`config.mk`:
```
export PLATFORM = sky130hd
export DESIGN_NAME = ccd_divider
export DESIGN_NICKNAME = d
export VERILOG_FILES = /design/src/logic/ccd_pkg.sv /design/src/logic/ccd_divider.sv
export VERILOG_INCLUDE_DIRS = /design/src /design/src/logic
export SDC_FILE = /design/constraint.sdc
export NUM_CORES = 1
export LEC_CHECK = 0
export ABC_AREA = 1
export BUFFER_PORTS_ARGS = -buffer_cell sky130_fd_sc_hd__buf_2
export CORE_MARGIN = 1.5
export CORE_UTILIZATION = 55
export DETAILED_ROUTE_END_ITERATION = 10
export PLACE_DENSITY = 0.88
export SLEW_MARGIN = 20
export SYNTH_ARGS = -nofsm -noshare
export SYNTH_HDL_FRONTEND = slang
export SYNTH_HIERARCHICAL = 1
export SYNTH_SLANG_ARGS = --single-unit
export TNS_END_PERCENT = 50
```
`constraint.sdc`:
```
create_clock -name pclk -period 1.7 [get_ports pclk]
set_input_delay 0.34 -clock pclk [delete_from_list [all_inputs] [get_ports pclk]]
set_output_delay 0.34 -clock pclk [all_outputs]
set_load 0.1 [all_outputs]
```
`src/logic/ccd_defines.svh`:
```
`ifndef CCD_DEFINES_SVH
`define CCD_DEFINES_SVH

// register indices; byte address is four times the index
`define CCD_IDX_CH2_S1      9'h199
`define CCD_IDX_CH2_PHASE   9'h19a
`define CCD_IDX_CH2_S2      9'h19b
`define CCD_IDX_CH2_BYPASS  9'h19c
`define CCD_IDX_CH2_DUTY    9'h19d
`define CCD_IDX_CH3_S1      9'h19e
`define CCD_IDX_CH3_PHASE   9'h19f
`define CCD_IDX_CH3_S2      9'h1a0
`define CCD_IDX_CH3_BYPASS  9'h1a1
`define CCD_IDX_CH3_DUTY    9'h1a2
`define CCD_IDX_OUT_CTRL    9'h1b0
`define CCD_IDX_SYNC        9'h1b1
`define CCD_IDX_STATUS      9'h1b2

// field positions
`define CCD_LOW_MSB         7
`define CCD_LOW_LSB         4
`define CCD_HIGH_MSB        3
`define CCD_HIGH_LSB        0
`define CCD_PO_MSB          3
`define CCD_PO_LSB          0
`define CCD_BYP_S1_BIT      4
`define CCD_BYP_S2_BIT      5
`define CCD_SH_BIT          0
`define CCD_DUTY_OFF_BIT    0
`define CCD_SYNC_BIT        0

// read masks for stored bytes
`define CCD_MASK_PHASE      8'h0f
`define CCD_MASK_BYPASS     8'h31
`define CCD_MASK_DUTY       8'h01
`define CCD_MASK_OUT_CTRL   8'h0f

// reset values
`define CCD_RST_COUNTS      8'h00
`define CCD_RST_PHASE       8'h00
`define CCD_RST_BYPASS      8'h00
`define CCD_RST_DUTY        8'h00
`define CCD_RST_OUT_CTRL    8'h00

// start-high weight in the combined phase offset
`define CCD_SH_WEIGHT       5'd16

`endif

```
`src/logic/ccd_pkg.sv`:
```
package ccd_pkg;

  typedef enum logic [1:0] {
    CCD_WAIT = 2'b00,
    CCD_HIGH = 2'b01,
    CCD_LOW  = 2'b10
  } ccd_phase_t;

  typedef logic [7:0] ccd_byte_t;

endpackage
```
`src/logic/ccd_divider.sv`:
```
// Notes on behaviour
// - offset up to 15 delays the first output rise by that many input cycles
// - offset 16 or more delays by offset minus 16 plus low count plus one
// - per-channel offsets give skew in steps of one input clock period
// - each channel gives an output pair, differential after reset (b the complement of a), single-ended by control bit
// - two stages per channel, each 2 to 32, ratios multiply up to 1024
// - duty correction on by default in both stages, off by channel bit
// - low and high fields hold cycle count minus one
// - both stages bypassed divides by one
// - second bypassed gives first ratio; neither bypassed gives the product
// - correction off, first stage only: duty is first high over total
// - correction off, both stages: duty is second high over total
// - correction off, all bypassed, external clock: duty equals input duty
// - correction on with 50% input gives 50% in every permitted setup
// - low field 7:4, high 3:0, bypass bits 4 and 5, disable bit 0
// - combined offset is four-bit field plus start-high flag times 16
//
// Implementation choice: the APB register port.
`timescale 1ns/1ps
`default_nettype none
`include "ccd_defines.svh"

////////////////////////////////////////////////////////////////////////////////
// one divider stage, event driven on pclk
module ccd_stage
  import ccd_pkg::*;
(
  input  wire logic       pclk,
  input  wire logic       presetn,
  input  wire logic       in_level,
  input  wire logic       in_rise,
  input  wire logic       in_fall,
  input  wire logic [3:0] low_cycles,
  input  wire logic [3:0] high_cycles,
  input  wire logic       bypass,
  input  wire logic       duty_on,
  input  wire logic       restart,
  input  wire logic [4:0] start_delay,
  output logic            out_level,
  output logic            out_rise,
  output logic            out_fall,
  output logic            active
);

  ccd_phase_t st;
  ccd_phase_t next_st;
  logic [3:0] cnt;
  logic [3:0] next_cnt;
  logic [4:0] wait_cnt;
  logic [4:0] next_wait;
  logic       fall_pend;
  logic       next_pend;
  logic       next_out;
  logic       odd_split;

  // odd ratio set as low = high + 1 gets its fall moved by half an input cycle
  assign odd_split = duty_on && ({1'b0, low_cycles} == ({1'b0, high_cycles} + 5'd1));
  assign active    = (st != CCD_WAIT);

  always_comb begin
    next_st   = st;
    next_cnt  = cnt;
    next_wait = wait_cnt;
    next_pend = fall_pend;
    next_out  = out_level;
    if (restart) begin
      next_st   = CCD_WAIT;
      next_cnt  = 4'h0;
      next_wait = start_delay;
      next_pend = 1'b0;
      next_out  = bypass ? in_level : 1'b0;
    end else if (bypass) begin
      // counter held idle, input passed straight on
      next_st   = CCD_WAIT;
      next_cnt  = 4'h0;
      next_wait = 5'd0;
      next_pend = 1'b0;
      next_out  = in_level;
    end else begin
      if (fall_pend && in_fall) begin
        next_out  = 1'b0;
        next_pend = 1'b0;
      end
      if (in_rise) begin
        case (st)
          CCD_WAIT: begin
            if (wait_cnt == 5'd0) begin
              next_st  = CCD_HIGH;
              next_out = 1'b1;
              next_cnt = 4'h0;
            end else begin
              next_wait = wait_cnt - 5'd1;
            end
          end
          CCD_HIGH: begin
            if (cnt == high_cycles) begin
              next_st  = CCD_LOW;
              next_cnt = 4'h0;
              if (odd_split) begin
                next_pend = 1'b1;
              end else begin
                next_out = 1'b0;
              end
            end else begin
              next_cnt = cnt + 4'h1;
            end
          end
          CCD_LOW: begin
            if (cnt == low_cycles) begin
              next_st  = CCD_HIGH;
              next_out = 1'b1;
              next_cnt = 4'h0;
            end else begin
              next_cnt = cnt + 4'h1;
            end
          end
          default: begin
            next_st  = CCD_WAIT;
            next_cnt = 4'h0;
          end
        endcase
      end
    end
  end

  always_ff @(posedge pclk or negedge presetn) begin
    if (!presetn) begin
      st        <= CCD_WAIT;
      cnt       <= 4'h0;
      wait_cnt  <= 5'd0;
      fall_pend <= 1'b0;
    end else begin
      st        <= next_st;
      cnt       <= next_cnt;
      wait_cnt  <= next_wait;
      fall_pend <= next_pend;
    end
  end

  // edge marks line up with the level, so each cascaded stage adds one pclk of lag
  always_ff @(posedge pclk or negedge presetn) begin
    if (!presetn) begin
      out_level <= 1'b0;
      out_rise  <= 1'b0;
      out_fall  <= 1'b0;
    end else begin
      out_level <= next_out;
      out_rise  <= next_out & ~out_level;
      out_fall  <= ~next_out & out_level;
    end
  end

endmodule

////////////////////////////////////////////////////////////////////////////////
// top: register file on APB and two cascaded channels
module ccd_divider
  import ccd_pkg::*;
(
  input  wire logic        pclk,
  input  wire logic        presetn,
  input  wire logic        psel,
  input  wire logic        penable,
  input  wire logic        pwrite,
  input  wire logic [11:0] paddr,
  input  wire logic [31:0] pwdata,
  input  wire logic [3:0]  pstrb,
  output logic      [31:0] prdata,
  output logic             pready,
  output logic             pslverr,
  input  wire logic        dist_clk_in,
  output logic             ch2_out_a,
  output logic             ch2_out_b,
  output logic             ch3_out_a,
  output logic             ch3_out_b
);

  ccd_byte_t  s1_counts [2];
  ccd_byte_t  s2_counts [2];
  ccd_byte_t  phase_reg [2];
  ccd_byte_t  bypass_reg[2];
  ccd_byte_t  duty_reg  [2];
  ccd_byte_t  out_ctrl;
  logic       sync_pulse;

  logic [8:0] idx;
  logic       setup_ph;
  logic       wr_done;
  logic       hit;
  ccd_byte_t  rd_byte;

  logic       din_q;
  logic       din_prev;
  logic       din_rise;
  logic       din_fall;

  logic [4:0] delay    [2];
  logic [1:0] s1_level;
  logic [1:0] s1_rise;
  logic [1:0] s1_fall;
  logic [1:0] s1_act;
  logic [1:0] ch_level;
  logic [1:0] s2_act;

  ////////////////////////////////////////////////////////////////////////////////
  // apb slave: setup cycle prepares the answer, access phase completes in one cycle

  assign idx      = paddr[10:2];
  assign setup_ph = psel && !penable;
  assign wr_done  = psel && penable && pready && pwrite && pstrb[0] && !pslverr;

  always_comb begin
    hit     = 1'b1;
    rd_byte = 8'h00;
    case (idx)
      `CCD_IDX_CH2_S1:     rd_byte = s1_counts[0];
      `CCD_IDX_CH2_PHASE:  rd_byte = phase_reg[0] & `CCD_MASK_PHASE;
      `CCD_IDX_CH2_S2:     rd_byte = s2_counts[0];
      `CCD_IDX_CH2_BYPASS: rd_byte = bypass_reg[0] & `CCD_MASK_BYPASS;
      `CCD_IDX_CH2_DUTY:   rd_byte = duty_reg[0] & `CCD_MASK_DUTY;
      `CCD_IDX_CH3_S1:     rd_byte = s1_counts[1];
      `CCD_IDX_CH3_PHASE:  rd_byte = phase_reg[1] & `CCD_MASK_PHASE;
      `CCD_IDX_CH3_S2:     rd_byte = s2_counts[1];
      `CCD_IDX_CH3_BYPASS: rd_byte = bypass_reg[1] & `CCD_MASK_BYPASS;
      `CCD_IDX_CH3_DUTY:   rd_byte = duty_reg[1] & `CCD_MASK_DUTY;
      `CCD_IDX_OUT_CTRL:   rd_byte = out_ctrl & `CCD_MASK_OUT_CTRL;
      `CCD_IDX_SYNC:       rd_byte = 8'h00;
      `CCD_IDX_STATUS:     rd_byte = {2'b00, s2_act, s1_act, ch_level};
      default:             hit = 1'b0;
    endcase
    if (paddr[11]) begin
      hit     = 1'b0;
      rd_byte = 8'h00;
    end
  end

  always_ff @(posedge pclk or negedge presetn) begin
    if (!presetn) begin
      pready  <= 1'b0;
      pslverr <= 1'b0;
      prdata  <= 32'h0000_0000;
    end else if (setup_ph) begin
      pready  <= 1'b1;
      pslverr <= !hit;
      prdata  <= (!pwrite && hit) ? {24'h00_0000, rd_byte} : 32'h0000_0000;
    end else begin
      pready  <= 1'b0;
      pslverr <= 1'b0;
    end
  end

  ////////////////////////////////////////////////////////////////////////////////
  // configuration registers

  always_ff @(posedge pclk or negedge presetn) begin
    if (!presetn) begin
      for (int i = 0; i < 2; i++) begin
        s1_counts[i]  <= `CCD_RST_COUNTS;
        s2_counts[i]  <= `CCD_RST_COUNTS;
        phase_reg[i]  <= `CCD_RST_PHASE;
        bypass_reg[i] <= `CCD_RST_BYPASS;
        duty_reg[i]   <= `CCD_RST_DUTY;
      end
    end else if (wr_done) begin
      case (idx)
        `CCD_IDX_CH2_S1:     s1_counts[0]  <= pwdata[7:0];
        `CCD_IDX_CH2_PHASE:  phase_reg[0]  <= pwdata[7:0] & `CCD_MASK_PHASE;
        `CCD_IDX_CH2_S2:     s2_counts[0]  <= pwdata[7:0];
        `CCD_IDX_CH2_BYPASS: bypass_reg[0] <= pwdata[7:0] & `CCD_MASK_BYPASS;
        `CCD_IDX_CH2_DUTY:   duty_reg[0]   <= pwdata[7:0] & `CCD_MASK_DUTY;
        `CCD_IDX_CH3_S1:     s1_counts[1]  <= pwdata[7:0];
        `CCD_IDX_CH3_PHASE:  phase_reg[1]  <= pwdata[7:0] & `CCD_MASK_PHASE;
        `CCD_IDX_CH3_S2:     s2_counts[1]  <= pwdata[7:0];
        `CCD_IDX_CH3_BYPASS: bypass_reg[1] <= pwdata[7:0] & `CCD_MASK_BYPASS;
        `CCD_IDX_CH3_DUTY:   duty_reg[1]   <= pwdata[7:0] & `CCD_MASK_DUTY;
        default: begin
        end
      endcase
    end
  end

  // second output runs as the complement of a until software selects single-ended mode
  always_ff @(posedge pclk or negedge presetn) begin
    if (!presetn) begin
      out_ctrl <= `CCD_RST_OUT_CTRL;
    end else if (wr_done && idx == `CCD_IDX_OUT_CTRL) begin
      out_ctrl <= pwdata[7:0] & `CCD_MASK_OUT_CTRL;
    end
  end

  // sync is a write-one pulse; new offsets reach the stages only through it
  always_ff @(posedge pclk or negedge presetn) begin
    if (!presetn) begin
      sync_pulse <= 1'b0;
    end else begin
      sync_pulse <= wr_done && (idx == `CCD_IDX_SYNC) && pwdata[`CCD_SYNC_BIT];
    end
  end

  ////////////////////////////////////////////////////////////////////////////////
  // distribution clock input, taken as synchronous to pclk

  always_ff @(posedge pclk or negedge presetn) begin
    if (!presetn) begin
      din_q    <= 1'b0;
      din_prev <= 1'b0;
    end else begin
      din_q    <= dist_clk_in;
      din_prev <= din_q;
    end
  end

  assign din_rise = din_q & ~din_prev;
  assign din_fall = ~din_q & din_prev;

  ////////////////////////////////////////////////////////////////////////////////
  // cascaded channels

  for (genvar c = 0; c < 2; c++) begin : g_ch
    logic [4:0] phi;
    logic [4:0] m_plus;

    // combined offset: four-bit field plus start-high weighted by 16
    assign phi    = {bypass_reg[c][`CCD_SH_BIT], phase_reg[c][`CCD_PO_MSB:`CCD_PO_LSB]};
    assign m_plus = {1'b0, s1_counts[c][`CCD_LOW_MSB:`CCD_LOW_LSB]} + 5'd1;
    // start-high form counts the low phase too
    assign delay[c] = phi[4] ? ((phi - `CCD_SH_WEIGHT) + m_plus) : phi;

    ccd_stage u_s1 (
      .pclk        (pclk),
      .presetn     (presetn),
      .in_level    (din_q),
      .in_rise     (din_rise),
      .in_fall     (din_fall),
      .low_cycles  (s1_counts[c][`CCD_LOW_MSB:`CCD_LOW_LSB]),
      .high_cycles (s1_counts[c][`CCD_HIGH_MSB:`CCD_HIGH_LSB]),
      .bypass      (bypass_reg[c][`CCD_BYP_S1_BIT]),
      .duty_on     (!duty_reg[c][`CCD_DUTY_OFF_BIT]),
      .restart     (sync_pulse),
      .start_delay (delay[c]),
      .out_level   (s1_level[c]),
      .out_rise    (s1_rise[c]),
      .out_fall    (s1_fall[c]),
      .active      (s1_act[c])
    );

    // second stage runs on first-stage edges, so ratios multiply
    ccd_stage u_s2 (
      .pclk        (pclk),
      .presetn     (presetn),
      .in_level    (s1_level[c]),
      .in_rise     (s1_rise[c]),
      .in_fall     (s1_fall[c]),
      .low_cycles  (s2_counts[c][`CCD_LOW_MSB:`CCD_LOW_LSB]),
      .high_cycles (s2_counts[c][`CCD_HIGH_MSB:`CCD_HIGH_LSB]),
      .bypass      (bypass_reg[c][`CCD_BYP_S2_BIT]),
      .duty_on     (!duty_reg[c][`CCD_DUTY_OFF_BIT]),
      .restart     (sync_pulse),
      .start_delay (5'd0),
      .out_level   (ch_level[c]),
      .out_rise    (),
      .out_fall    (),
      .active      (s2_act[c])
    );
  end

  ////////////////////////////////////////////////////////////////////////////////
  // output pins: bit 0 of each pair selects single-ended mode, bit 1 enables b

  always_ff @(posedge pclk or negedge presetn) begin
    if (!presetn) begin
      ch2_out_a <= 1'b0;
      ch2_out_b <= 1'b0;
      ch3_out_a <= 1'b0;
      ch3_out_b <= 1'b0;
    end else begin
      ch2_out_a <= ch_level[0];
      ch3_out_a <= ch_level[1];
      // differential mode drives b as the complement of a
      ch2_out_b <= out_ctrl[0] ? (out_ctrl[1] & ch_level[0]) : ~ch_level[0];
      ch3_out_b <= out_ctrl[2] ? (out_ctrl[3] & ch_level[1]) : ~ch_level[1];
    end
  end

endmodule

`default_nettype wire

```
# == Word-level counts from Yosys, hierarchy flattened ==
# Index checks and enable logic that the tools add are counted.
# totals
register_bits,149
in_bits,54
output_inout_bits,38
word_cells,350
# classes
addsub,18
eq_ne,49
muxes,155
bitwise,16
reduce_logical,67
# op_table
cell,count
$eq A9 B9 Y1 const B,13
$mux W5,22
$mux W4,24
$pmux W8 S12,1
$mux W1,70
$mux W2,24
$ne A4 B3 Y1 const B,12
$pmux W4 S3,4
$eq A4 B4 Y1,8
$add A4 B1 Y5 const B,6
$reduce_and A2 Y1,14
$pmux W2 S3,4
$reduce_bool A3 Y1,8
$eq A4 B5 Y1,4
$logic_not A5 Y1,4
$sub A5 B1 Y5 const B,4
$logic_and A1 B1 Y1,18
$add A4 B1 Y4 const B,4
$mux W8,2
$reduce_and A4 Y1,4
$reduce_or A13 Y1,1
$ne A3 B3 Y1 const B,4
$pmux W1 S3,4
$reduce_and A3 Y1,4
other kinds (9),42

# == Depth between registers and ports, before layout ==
# depth
depth_word,12
depth_mapped,14
ltp_nobuf,14

# == Cells and area by module ==
# The synthesis kept the hierarchy.
# modules_own_cells
module,instances,cells_per_inst,area_per_inst_um2,seq_area_each_um2
ccd_divider,1,531,4018.9,1726.7
ccd_stage at g_ch[0].u_s1 ...,3,175,1233.7,375.4
ccd_stage at g_ch[1].u_s2,1,176,1198.6,375.4

# == Least setup slack after synthesis ==
# OpenSTA, ideal clock, no wires.
# synth_timing
path_kind,reg2reg
from,register pready
to,register s2_counts[5] in the netlist's numbering
setup_time_ns,0.123
arrival_time_ns,2.024
t_required_ns,1.577
setup_slack_ns,-0.448
stages_incl_launch_ff,8
path_buffers,2
synth_period_minus_slack_ns,2.148
path_cell_list,dfrtp_1 -> nand4_1 -> nor3b_2 -> buf_2 -> nand2_2 -> buf_2 -> nand2_1 -> o21ai_1
# synth_between
elab_chain_len,5
# synth_rtl
element,line,source
"start, declared",ccd_divider.sv:169,"output logic pready,"
"start signal, assigned",ccd_divider.sv:239,pready <= 1'b0;
"start signal, assigned",ccd_divider.sv:243,pready <= 1'b1;
"start signal, assigned",ccd_divider.sv:247,pready <= 1'b0;
$logic_and A1 B1 Y1 (4 in a row),ccd_divider.sv:210,assign wr_done = psel && penable && pready && pwrite && pstrb[0] && !pslverr;
$reduce_and A2 Y1 (no source line),--,
"end signal, assigned by index",ccd_divider.sv:259,s2_counts[i] <= `CCD_RST_COUNTS;
"end, declared",ccd_divider.sv:179,ccd_byte_t s2_counts [2];
# Every way passes these cells.
# A chain may end at the register's enable or synchronous reset.

==> flow_summary_export.csv <==
group,metric,value,unit
power,vdd_drop_max,0.762,mV
timing,timing.fmax,605,MHz
setup_path,cp.required,1.99,ns
layout,final_core_util,64.9,%
placement,place_congestion,0.921,
power,power_switching,4270,uW
floorplan,die_y,129,um
floorplan,start_util,55.7,%
floorplan,row_count,46,
floorplan,core_area,15800,um2
timing,setup_slack,0.0464,ns
global_routing,track_usage,28.3,%
timing,holdWs,0.0203,ns
placement,io_buffer_count,38,
setup_path,start_kind,"register",
layout,design_area,10200,um2
global_routing,gr-usage-met2,47.3,%
setup_path,critical_path_arrival,1.95,ns
power,power,11300,uW
power,pwr-share-clk,32.7,%
power,seqPwrFrac,34.4,%
clocking,cts_buffers,17,
drt,firstDrtPassIters,6,
global_routing,grt_remaining_overflow,0,
power,switching_share,37.8,%
timing,finalCriticalPeriod,1.65,ns
global_routing,antenna_found_initial,0,
global_routing,met1_usage,35.9,%
clocking,path_clk_slew,0.06,ns
placement,dp_worst_setup_slack,-0.117,ns
setup_path,rr_worst_depth,10,
power,leakage,0.00504,uW
setup_path,cp-end-kind,"register",
placement,hpwlAfterDp,16500,um
setup_path,criticalPathCategory,"reg -> reg",
setup_path,path_cells,"inv_1, ha_1, inv_2, fa_2, nand2_2, inv_1, o21ai_2, a21oi_2, a21oi_1, a22oi_1",
drt,drc,0,
drt,wl,23100,um
setup_path,cp_num_cells,10,
clocking,h-tree-depth,4,
drt,ant_nets,0,
layout,layout-drive-gt1-share,18.6,%
layout,area_growth,16.4,%
synthesis,syn-cell-area,8790,um2
setup_path,slowest_delay,0.37,ns
drt,wl_per_cell,15.0,um
drt,avgViaCountPerCell,5.49,
drt,vias,8490,
global_routing,gr-usage-met3,5.57,%
power,p_int,7020,uW
clocking,tritoncts,"done",
power,p_per_area,1100,nW/um2
setup_path,slowest_stage,"dfrtp_1",
timing,finClkSkew,0.00600,ns
floorplan,die_area,16700,um2
setup_path,critPathBufInv,3,
clocking,cts_buffer_depth,2,
timing,period_share,97.3,%
global_routing,busiest_layer,"met2",
clocking,cts.sinks,125,
global_routing,grt_pass1_wl,37100,um
synthesis,ys_warn_count,6,
floorplan,die_w,129,um
power,pwr-share-comb,32.9,%
run,cap_violations,0,
layout,reg_top3,"s1_counts x16, s2_counts x16",
clocking,cts_root_buf,"clkbuf_16",
min_path,hold_depth,1,
status,status,"complete, no violations",
clocking,clk_latency,0.43,ns
synthesis,syn_area_per_cell,7.19,um2
timing,setup_violations,0,
timing,rsz0062_at_grt,"yes",
floorplan,ios,92,
global_routing,grt_max_degree,69,
placement,postPlaceCellArea,9540,um2
setup_path,crit_family,"adder cells",
timing,final-hold-violation-count,0,
timing,drv_slew,0,
global_routing,grt_pass1_vias,7836,
layout,fin_nets,1416,
layout,diodes,0,
setup_path,worst-path-max-fanout,2,
synthesis,synthCells,1222,
min_path,hp-class,"in -> reg",
drt,drtIter0Drc,813,
setup_path,crit_top_cell,"inv_1",
==> worst paths after layout <==
check	endpoint	start	slack, ns
min	din_q	dist_clk_in	0.02
max reg2reg	g_ch[1].u_s1/wait_cnt[4]	s1_counts[4]	0.05
min in group asynchronous	g_ch[1].u_s2/wait_cnt[1]	presetn	0.45
max in group asynchronous	g_ch[0].u_s1/st[0]	presetn	0.89
min reg2reg	prdata[0]	prdata[0]	0.48
max	g_ch[1].u_s1/wait_cnt[4]	s1_counts[4]	0.05
==> worst register-to-register path, cell delays in order, from the launching register on <==
cell	delay, ns
dfrtp_1	0.37
inv_1	0.06
ha_1	0.15
inv_2	0.05
fa_2	0.34
nand2_2	0.06
inv_1	0.05
o21ai_2	0.13
a21oi_2	0.07
a21oi_1	0.13
a22oi_1	0.10
==> placed cells by master, fill, tap and decap left out, types with 37 or more instances in the layout <==
master,instances
nand2_1,359
inv_1,135
dfrtp_1,123
nand3_1,85
nor2_1,73
o21ai_0,57
o21ai_1,48
a21oi_1,42
nand4_1,39
buf_4,38
ha_1,37
buf_2,37
==> metal layers <==
metal	part of all wire, %	routed length, um
met2	48	11000
met1	41	9590
met4	3.2	733
met5	0	0
met3	7.6	1770
==> stage by stage <==
| stage | setup TNS [ns] | std cells |
|---|---|---|
| 2_1_floorplan | -0.0447 | 1255 |
| 4_1_cts | -0.0611 | 1546 |
| 3_3_place_gp | -0.0665 | 1515 |
| 6_report | 0 | 1547 |
| 5_1_grt | -0.200 | 1547 |
| 3_5_place_dp | -1.04 | 1515 |
==> power by group through the flow <==
stage,combinational [uW],sequential [uW],clock (uW)
global placement,3480,3890,0
detailed placement,3620,3920,0
CTS,3670,3870,3710
finish,3710,3880,3690
global route,4100,3940,3830
floorplan,2610,4190,0
==> area by class of cell <==
cell class / instances / area [um2]
inverters: 177 / 668
repair buffers: 82 / 601
clock inverters: 6 / 110
multi-input cells: 917 / 4960
fillers: 1309 / 5540
well taps: 216 / 270
clock buffers: 24 / 482
flip-flops and latches: 125 / 3130
==> timing repair <==
| item | in CTS | in global routing |
|---|---|---|
| hold buffers | 1 | 0 |
| pin swaps | 1 | 10 |
| endpoints found under the hold margin | 125 | 0 |
| setup buffers | 0 | 1 |
| setup endpoints to repair | 6 | 23 |
| cloned | 0 | 0 |
| resized for setup | 3 | 15 |
Note: power is estimated with default switching activity, not from simulation.
